### src/rtl/hps_pkg.sv
/*
  Constants for the host port strobe and ready logic: access-select codes,
  pin bit positions, reset values and the read-data lead count.
  Assumes a 100 MHz CPU clock and a single clock domain.
*/
// Summary of operation
// Strobe is not(strobe one xor two) or select
// Ready forced low while chip select high
// Ready high at select fall while busy
// First read half fetches; busy until loaded
// Ready high after second half strobe rise, except for fixed-address reads
// Other accesses keep ready low throughout
// Control and pointer accesses never touch ready
// Host pulses address latch once per strobe
// Unused address latch: selects taken at strobe
// Read data valid two clocks before ready
// Drive data bus only during read strobe
// Host holds strobe until ready goes low
// Host presents access, direction, half selects
// Pins synchronised before any edge detection
// Internal transfer starts after second half
package hps_pkg;
  // Access-select codes
  localparam logic [1:0] ACC_CONTROL    = 2'h0;
  localparam logic [1:0] ACC_DATA_AUTO  = 2'h1;
  localparam logic [1:0] ACC_POINTER    = 2'h2;
  localparam logic [1:0] ACC_DATA_FIXED = 2'h3;
  // Bit positions in the synchronised pin vector
  localparam int PIN_CS   = 0;
  localparam int PIN_DS1  = 1;
  localparam int PIN_DS2  = 2;
  localparam int PIN_ALS  = 3;
  localparam int PIN_ACC  = 4;
  localparam int PIN_RW   = 6;
  localparam int PIN_HW   = 7;
  localparam int PIN_DAT  = 8;
  localparam int PIN_W    = 24;
  // Reset values
  localparam logic READY_N_RST = 1'b0;
  localparam logic OE_N_RST    = 1'b1;
  // Read data lead ahead of ready: 2P - 4 ns, a least time
  localparam int CLK_PERIOD_NS  = 10;
  localparam int LEAD_MARGIN_NS = 4;
  localparam int DATA_LEAD_NS   = 2 * CLK_PERIOD_NS - LEAD_MARGIN_NS;
  localparam logic [1:0] LEAD_CYC = 2'((DATA_LEAD_NS + CLK_PERIOD_NS - 1) / CLK_PERIOD_NS);
endpackage : hps_pkg

### src/rtl/hps_strobe_ready.sv
/*
  Strobe decode and ready handshake of the 16-bit host port, with the
  data-window register and the request path to the internal DMA engine.
  Assumes the DMA engine runs on CLK and answers each request once.
*/
`timescale 1ns/1ps
module hps_strobe_ready (
  input  wire logic        CLK,
  input  wire logic        RESETN,
  input  wire logic        PORT_CHIP_SELECT_N,
  input  wire logic        DATA_STROBE_ONE,
  input  wire logic        DATA_STROBE_TWO,
  input  wire logic        ADDRESS_LATCH_STROBE_N,
  input  wire logic [1:0]  ACCESS_SELECT,
  input  wire logic        READ_WRITE_SELECT,
  input  wire logic        HALF_WORD_SELECT,
  input  wire logic [15:0] HOST_DATA_BUS,
  output logic      [15:0] HOST_DATA_DRIVE,
  output logic             HOST_DATA_OE_N,
  output logic             PORT_READY_N,
  input  wire logic [15:0] REG_READ_DATA,
  output logic             DMA_FETCH_REQ,
  output logic             DMA_STORE_REQ,
  output logic             DMA_AUTO_INC,
  output logic      [31:0] DMA_WRITE_DATA,
  input  wire logic [31:0] DMA_READ_DATA,
  input  wire logic        DMA_READ_VALID,
  input  wire logic        DMA_DONE
);
  // Raw pins gathered so one loop synchronises them all
  logic [hps_pkg::PIN_W-1:0] pins_raw;
  logic [hps_pkg::PIN_W-1:0] sync1_q;   // First stage, read only by stage two
  logic [hps_pkg::PIN_W-1:0] sync2_q;   // Safe copies

  assign pins_raw = {HOST_DATA_BUS, HALF_WORD_SELECT, READ_WRITE_SELECT, ACCESS_SELECT,
                     ADDRESS_LATCH_STROBE_N, DATA_STROBE_TWO, DATA_STROBE_ONE, PORT_CHIP_SELECT_N};

  // Two-flop synchroniser per pin bit
  genvar gi;
  generate
    for (gi = 0; gi < hps_pkg::PIN_W; gi++) begin : g_sync
      always_ff @(posedge CLK) begin
        if (!RESETN) begin
          sync1_q[gi] <= 1'b1;
          sync2_q[gi] <= 1'b1;
        end else begin
          sync1_q[gi] <= pins_raw[gi];
          sync2_q[gi] <= sync1_q[gi];
        end
      end
    end
  endgenerate

  // Decoded views of the synchronised pins
  logic        cs_n;
  logic        als_n;
  logic [3:0]  sel_now;                // {half, rw, access}
  logic [15:0] din;
  logic        stb_now_n;
  assign cs_n      = sync2_q[hps_pkg::PIN_CS];
  assign als_n     = sync2_q[hps_pkg::PIN_ALS];
  assign sel_now   = sync2_q[hps_pkg::PIN_HW:hps_pkg::PIN_ACC];
  assign din       = sync2_q[hps_pkg::PIN_DAT +: 16];
  // Combined strobe: active only while chip select is low
  assign stb_now_n = ~(sync2_q[hps_pkg::PIN_DS1] ^ sync2_q[hps_pkg::PIN_DS2]) | cs_n;

  // State registers
  logic        stb_q, stb_d;           // Previous combined strobe
  logic        als_q, als_d;           // Previous address latch strobe
  logic        lat_v_q, lat_v_d;       // Selects latched by address strobe
  logic [3:0]  lat_sel_q, lat_sel_d;
  logic [3:0]  acc_q, acc_d;           // Selects of the current access
  logic        act_q, act_d;           // Strobe active
  logic [15:0] wlo_q, wlo_d;           // First write half-word
  logic [15:0] whold_q, whold_d;       // Host data tracked while strobe low
  logic [31:0] dw_q, dw_d;             // Data window register
  logic        have_q, have_d;         // Data window holds unread fetched word
  logic        fpend_q, fpend_d;       // Fetch outstanding
  logic        spend_q, spend_d;       // Store outstanding
  logic        wait_q, wait_d;         // Read waiting for the data window
  logic [1:0]  lead_q, lead_d;         // Data lead countdown before ready
  logic        rdy_q, rdy_d;
  logic        oe_q, oe_d;
  logic [15:0] dout_q, dout_d;
  logic        freq_q, freq_d;
  logic        sreq_q, sreq_d;
  logic        inc_q, inc_d;
  logic [31:0] wdat_q, wdat_d;

  // Edges and the access view at the strobe fall
  logic       stb_fall, stb_rise, als_fall;
  logic [3:0] sel_take;
  logic       is_data, is_read, is_second;
  assign stb_fall  = stb_q & ~stb_now_n;
  assign stb_rise  = ~stb_q & stb_now_n;
  assign als_fall  = als_q & ~als_n;
  // Unused address strobe stays high, so selects come with the strobe
  assign sel_take  = lat_v_q ? lat_sel_q : sel_now;
  assign is_data   = (acc_q[1:0] == hps_pkg::ACC_DATA_AUTO) || (acc_q[1:0] == hps_pkg::ACC_DATA_FIXED);
  assign is_read   = acc_q[2];
  assign is_second = acc_q[3];

  // Next-state logic for the whole handshake
  always_comb begin
    stb_d     = stb_now_n;
    als_d     = als_n;
    lat_v_d   = lat_v_q;
    lat_sel_d = lat_sel_q;
    acc_d     = acc_q;
    act_d     = act_q;
    wlo_d     = wlo_q;
    whold_d   = whold_q;
    dw_d      = dw_q;
    have_d    = have_q;
    fpend_d   = fpend_q;
    spend_d   = spend_q;
    wait_d    = wait_q;
    lead_d    = (lead_q != 2'h0) ? lead_q - 2'h1 : 2'h0;
    freq_d    = 1'b0;
    sreq_d    = 1'b0;
    inc_d     = inc_q;
    wdat_d    = wdat_q;
    // Address strobe latches selects once per strobe period
    if (als_fall && !lat_v_q) begin
      lat_v_d   = 1'b1;
      lat_sel_d = sel_now;
    end
    // Host data tracked while the strobe is low; held at the rise
    if (!stb_now_n) begin
      whold_d = din;
    end
    if (stb_fall) begin
      act_d = 1'b1;
      acc_d = sel_take;
      // First half of a data-window read needs the word in the window
      if (sel_take[2] && !sel_take[3] &&
          (sel_take[1:0] == hps_pkg::ACC_DATA_AUTO || sel_take[1:0] == hps_pkg::ACC_DATA_FIXED)) begin
        wait_d = 1'b1;
        inc_d  = (sel_take[1:0] == hps_pkg::ACC_DATA_AUTO);
        if (!have_q && !fpend_q) begin
          freq_d  = 1'b1;
          fpend_d = 1'b1;
        end
      end
    end
    // Store answer clears first, so a new store in the same cycle stays pending
    if (DMA_DONE) begin
      spend_d = 1'b0;
    end
    // Strobe rise ends the access; control and pointer accesses stop here
    if (stb_rise) begin
      act_d   = 1'b0;
      lat_v_d = 1'b0;
      if (act_q && is_data) begin
        if (!is_read && !is_second) begin
          wlo_d = whold_q;
        end else if (!is_read && is_second) begin
          wdat_d  = {whold_q, wlo_q};
          sreq_d  = 1'b1;
          spend_d = 1'b1;
          have_d  = 1'b0;
          inc_d   = (acc_q[1:0] == hps_pkg::ACC_DATA_AUTO);
        end else if (is_second && acc_q[1:0] == hps_pkg::ACC_DATA_AUTO) begin
          freq_d  = 1'b1;
          fpend_d = 1'b1;
          inc_d   = 1'b1;
        end
      end
    end
    // Window consumed by a waiting read, then data leads ready
    if (wait_q && have_q && !fpend_q) begin
      wait_d = 1'b0;
      have_d = 1'b0;
      lead_d = hps_pkg::LEAD_CYC;
    end
    // Arrival wins over a consume in the same cycle
    if (DMA_READ_VALID) begin
      dw_d    = DMA_READ_DATA;
      have_d  = 1'b1;
      fpend_d = freq_d;   // A request raised in this cycle stays pending
    end
    // Busy terms come only from data-window transfers
    rdy_d  = cs_n ? 1'b0 : (spend_q | fpend_q | wait_q | (lead_q != 2'h0));
    // Drive only during an active read strobe
    oe_d   = !stb_now_n && (stb_fall ? sel_take[2] : (act_q && is_read));
    dout_d = is_data ? (is_second ? dw_q[31:16] : dw_q[15:0]) : REG_READ_DATA;
  end

  // Register stage
  always_ff @(posedge CLK) begin
    if (!RESETN) begin
      stb_q     <= 1'b1;
      als_q     <= 1'b1;
      lat_v_q   <= 1'b0;
      lat_sel_q <= 4'h0;
      acc_q     <= 4'h0;
      act_q     <= 1'b0;
      wlo_q     <= 16'h0;
      whold_q   <= 16'h0;
      dw_q      <= 32'h0;
      have_q    <= 1'b0;
      fpend_q   <= 1'b0;
      spend_q   <= 1'b0;
      wait_q    <= 1'b0;
      lead_q    <= 2'h0;
      rdy_q     <= hps_pkg::READY_N_RST;
      oe_q      <= 1'b0;
      dout_q    <= 16'h0;
      freq_q    <= 1'b0;
      sreq_q    <= 1'b0;
      inc_q     <= 1'b0;
      wdat_q    <= 32'h0;
    end else begin
      stb_q     <= stb_d;
      als_q     <= als_d;
      lat_v_q   <= lat_v_d;
      lat_sel_q <= lat_sel_d;
      acc_q     <= acc_d;
      act_q     <= act_d;
      wlo_q     <= wlo_d;
      whold_q   <= whold_d;
      dw_q      <= dw_d;
      have_q    <= have_d;
      fpend_q   <= fpend_d;
      spend_q   <= spend_d;
      wait_q    <= wait_d;
      lead_q    <= lead_d;
      rdy_q     <= rdy_d;
      oe_q      <= oe_d;
      dout_q    <= dout_d;
      freq_q    <= freq_d;
      sreq_q    <= sreq_d;
      inc_q     <= inc_d;
      wdat_q    <= wdat_d;
    end
  end

  // Outputs straight from flops; enable is active low
  assign PORT_READY_N   = rdy_q;
  assign HOST_DATA_OE_N = ~oe_q;
  assign HOST_DATA_DRIVE = dout_q;
  assign DMA_FETCH_REQ  = freq_q;
  assign DMA_STORE_REQ  = sreq_q;
  assign DMA_AUTO_INC   = inc_q;
  assign DMA_WRITE_DATA = wdat_q;
endmodule : hps_strobe_ready

### config.mk
export PLATFORM = sky130hd
export DESIGN_NAME = hps_strobe_ready
export DESIGN_NICKNAME = d
export VERILOG_FILES = /design/src/rtl/hps_pkg.sv /design/src/rtl/hps_strobe_ready.sv
export SDC_FILE = /design/constraint.sdc
export NUM_CORES = 1
export LEC_CHECK = 0
export ABC_CLOCK_PERIOD_IN_PS = 1950
export BUFFER_PORTS_ARGS = -buffer_cell sky130_fd_sc_hd__buf_2
export CORE_MARGIN = 10
export CORE_UTILIZATION = 54
export CTS_CLUSTER_DIAMETER = 150
export DETAILED_ROUTE_END_ITERATION = 7
export GPL_ROUTABILITY_DRIVEN = 0
export GPL_TIMING_DRIVEN = 0
export HOLD_SLACK_MARGIN = 0.12
export PLACE_DENSITY = 0.83
export SETUP_SLACK_MARGIN = 0.05
export SLEW_MARGIN = 10
export SYNTH_ARGS = -nofsm -noshare
export SYNTH_HDL_FRONTEND = slang
export SYNTH_SLANG_ARGS = --single-unit
### constraint.sdc
create_clock -name CLK -period 1.95 [get_ports CLK]
set_input_delay 0.0975 -clock CLK [delete_from_list [all_inputs] [get_ports CLK]]
set_output_delay 0.0975 -clock CLK [all_outputs]
set_load 0.005 [all_outputs]
==> key figures <==
Clocking
  – CTS tree: done
  – CTS sink cnt: around 180
  – CTS clk-pin slew, worst paths: 0.07 ns
  – Number of buffers created by CTS: 17
  – PostCTS Resize Cnt: 0
  – Root Driver: clkbuf_16
  – Post-CTS setup buffers: 0
  – Insertion delay to the later sink of the worst-skew pair: 0.42 ns
  – CTS Buffer Depth: 2
  – H-tree levels: 4

Critical path
  – Reg2Reg Depth: 6
  – Required @ worst endpoint: around 2.3 ns
  – Crit start category: flip-flop
  – Critical R2R Capture: whold_q[14]
  – Crit path capture type: flip-flop
  – CP most frequent cell: nand2_1
  – CP Cell Sequence: buf_2 -> inv_1 -> nand2_1 -> clkbuf_1 -> nand2_1 -> a21boi_0
  – CP Class: reg -> reg
  – Setup slack, reg-to-reg: between 0.15 and 0.2 ns
  – Max stage delay on crit path: roughly 0.4 ns
  – Worst Path Max Fanout: 10
  – Critical path's slowest cell: clkbuf_1
  – Critical path arrival: 2.11 ns
  – R2r startpoint: cs_n

Yosys
  – Syn Inst Count: about 630
  – Average size of a mapped cell: 10.4 um^2
  – Largest family of logic cells by synthesized area: simple AND/OR/NAND/NOR gates
  – Adder-Cell Fraction of Synth Area: 0
  – Cell area after synthesis: approximately 6600 um^2
  – Synth Area in Compound Gates: 0.111
  – Synth warn: 0
  – Flop and latch count out of synthesis: around 180
  – Post-synth cell types: 41
  – Synth area leader: dfxtp_1
  – Share of the synthesized area in the top cell type: 0.558
  – Synth top area cells: dfxtp_1 (56%), mux2i_1 (11%), nand2_1 (6.7%)
  – Simple logic cell fraction of the synthesized area: 0.188
  – Synth Area in XOR/XNOR: 0.00381
  – Mux cell area share after synthesis: 0.110
  – Sequential share of the synthesized area: 0.558
  – Syn Nets: between 700 and 800

Flow run
  – Max_cap viols: 0

Floorplanning
  – Die Footprint: 17,000 um^2
  – Die width: 130 um
  – Row count: 40
  – Core area: 12,000 um^2
  – Die H: roughly 130 um
  – I/O Pins: 129
  – Starting density of the core: 0.549

Power
  – Maximum vdd drop: approximately 0.57 mV
  – Tot Pwr: around 7.7 mW
  – Leak Pwr: between 3 and 4 nW
  – Pwr/cell area: roughly 900 nW/um^2

Route
  – 1st-iter DRT viols: between 300 and 400
  – Routed wire per std cell: roughly 17 um
  – Pre-Repair DR Iteration Count: 4
  – Post-DRT Antenna Nets: 0
  – Vias: between 5k and 6k
  – DR vias/cell: around 5
  – # DRC: 0
  – DRT Wirelength: between 15,000 and 20,000 um

Final layout
  – Final #Nets: ~930
  – Share of cells above drive strength 1: 0.209
  – Area grow syn2layout: 32.3%
  – Ant diodes: 0

Min path
  – Hold crit path type: in -> reg
  – Hold Startpoint: RESETN
  – Hold worst-path end: als_q
  – Hold depth: 2

GRT
  – First-pass GRT wire length: 26,600 um
  – Vias in the first global route: about 5.3k
  – Total gr overflow: 0
  – Total track usage: 0.199
  – Largest net degree at the start of global routing: 19
  – Initial antenna violation count: 0

Timing
  – Max Freq: between 500 and 600 MHz
  – Min Tclk post-route: about 1.8 ns
  – Slew margin rel.: 0.627
  – Setup TNS: 0 ns
  – Final Skew: 0.0135 ns
  – Final Hold Viols: 0
  – RSZ-0062 raised after global routing: no
  – Final Setup Violations: 0
  – Hold slack: ~0.12 ns
  – Least-Margin Pin Slew: ~0.56 ns
  – Slew Limit Fails: 0
  – Final period util: 0.913

Placement
  – PortBufs: 126
  – DP HPWL: between 10,000 and 15,000 um

Status
  – Status: finished clean
## layer usage
metal,GRT usage,vias to the layer above,part of all wire
met5,0,-,0
met4,0.0589,0,0.0087
met3,0.0531,14,0.072
met2,0.348,165,0.50
met1,0.232,2412,0.42
li1,-,2535,-
## cell usage after synthesis, drive strengths merged
master  number
a211oi       1
a21boi      51
a21oi        3
a31oi        1
a32oi        1
and2         2
and4b        2
and4bb       1
buf         16
clkbuf      26
clkinv       1
dfxtp      183
inv          2
mux2         1
mux2i       71
nand2      118
nand2b      51
nand3        1
nand3b       1
nand4        1
nand4b       1
nor2         2
nor2b       58
nor3         1
nor3b        1
nor4         1
o211a       21
o211ai       2
o21a         4
o21ai        1
o311a        1
o31a         2
or3          1
xnor2        1
xor2         1
## cell families after synthesis
family | after synthesis
mux | 72
flops | 183
compound gates | 88
xor+xnor | 2
buf+inv | 45
simple gates | 242
## stage by stage
stage | utilization | setup slack (ns) | cell area (um^2) | instances
3_3_place_gp | 0.617 | 0.267 | 7390 | 905
6_report | 0.727 | 0.169 | 8690 | 1010
5_1_grt | 0.727 | 0.0549 | 8690 | 1010
4_1_cts | 0.727 | 0.203 | 8690 | 1010
2_1_floorplan | - | 0.437 | 6570 | 632
3_5_place_dp | 0.617 | 0.244 | 7390 | 905
## report_power, final
| part | total, mW | switching [mW] | leakage (nW) | internal [mW] |
|---|---|---|---|---|
| Combinational | 0.550 | 0.236 | 2.03 | 0.314 |
| Sequential | 3.92 | 0.0550 | 1.50 | 3.86 |
| Clock | 3.26 | 1.53 | 0.283 | 1.73 |
| Total | 7.72 | 1.82 | 3.81 | 5.90 |
## worst max path at each step
stage | from | to | cells past startpoint
2_1_floorplan | lat_v_q | DMA_AUTO_INC | 5
5_1_grt | cs_n | whold_q[14] | 6
3_5_place_dp | lat_v_q | DMA_AUTO_INC | 5
3_3_place_gp | lat_v_q | DMA_AUTO_INC | 5
6_report | cs_n | whold_q[14] | 6
4_1_cts | acc_q[3] | DMA_WRITE_DATA[21] | 6
## cells in the final DEF, fill, tap and decap left out, drive strengths merged, types with 3 or more instances in the layout
cell           n
a21oi          3
nand2b        51
inv            9
nor2b         58
o21a           4
dfxtp        183
o211a         21
dlygate4sd3   73
nand2        118
a21boi        51
clkbuf        44
clkinv         7
mux2i         71
buf          142
## critical path, delay by kind of cell (launching register included)
family / cells / cell delay (ns)
AO/OA/AOI/OAI: 1 / 0.26
AND/OR/NAND/NOR: 2 / 0.41
flip-flops: 1 / 0.30
buffers and inverters: 3 / 0.71
## registers in the layout, summed over array words and instances, names as in the netlist, 4 cells and up
name / count
lat_sel_q: 4
din: 16
HOST_DATA_DRIVE: 16
sel_now: 4
whold_q: 16
sync1_q: 24
acc_q: 4
dw_q: 32
wlo_q: 16
DMA_WRITE_DATA: 32
## cell type report
class / instances / area, um^2
Multi-Input combinational cell: 404 / 2710
Timing Repair Buffer: 199 / 1360
Sequential cell: 183 / 3660
Inverter: 3 / 11.3
Clock buffer: 18 / 439
Tap cell: 147 / 184
Buffer: 42 / 185
Clock inverter: 14 / 136
Fill cell: 791 / 3270
## what timing repair did
action	in CTS	in global routing
hold endpoints to repair	73	0
hold buffers	73	0
setup endpoints to repair	0	0
Power figures use the tool's default switching activity.
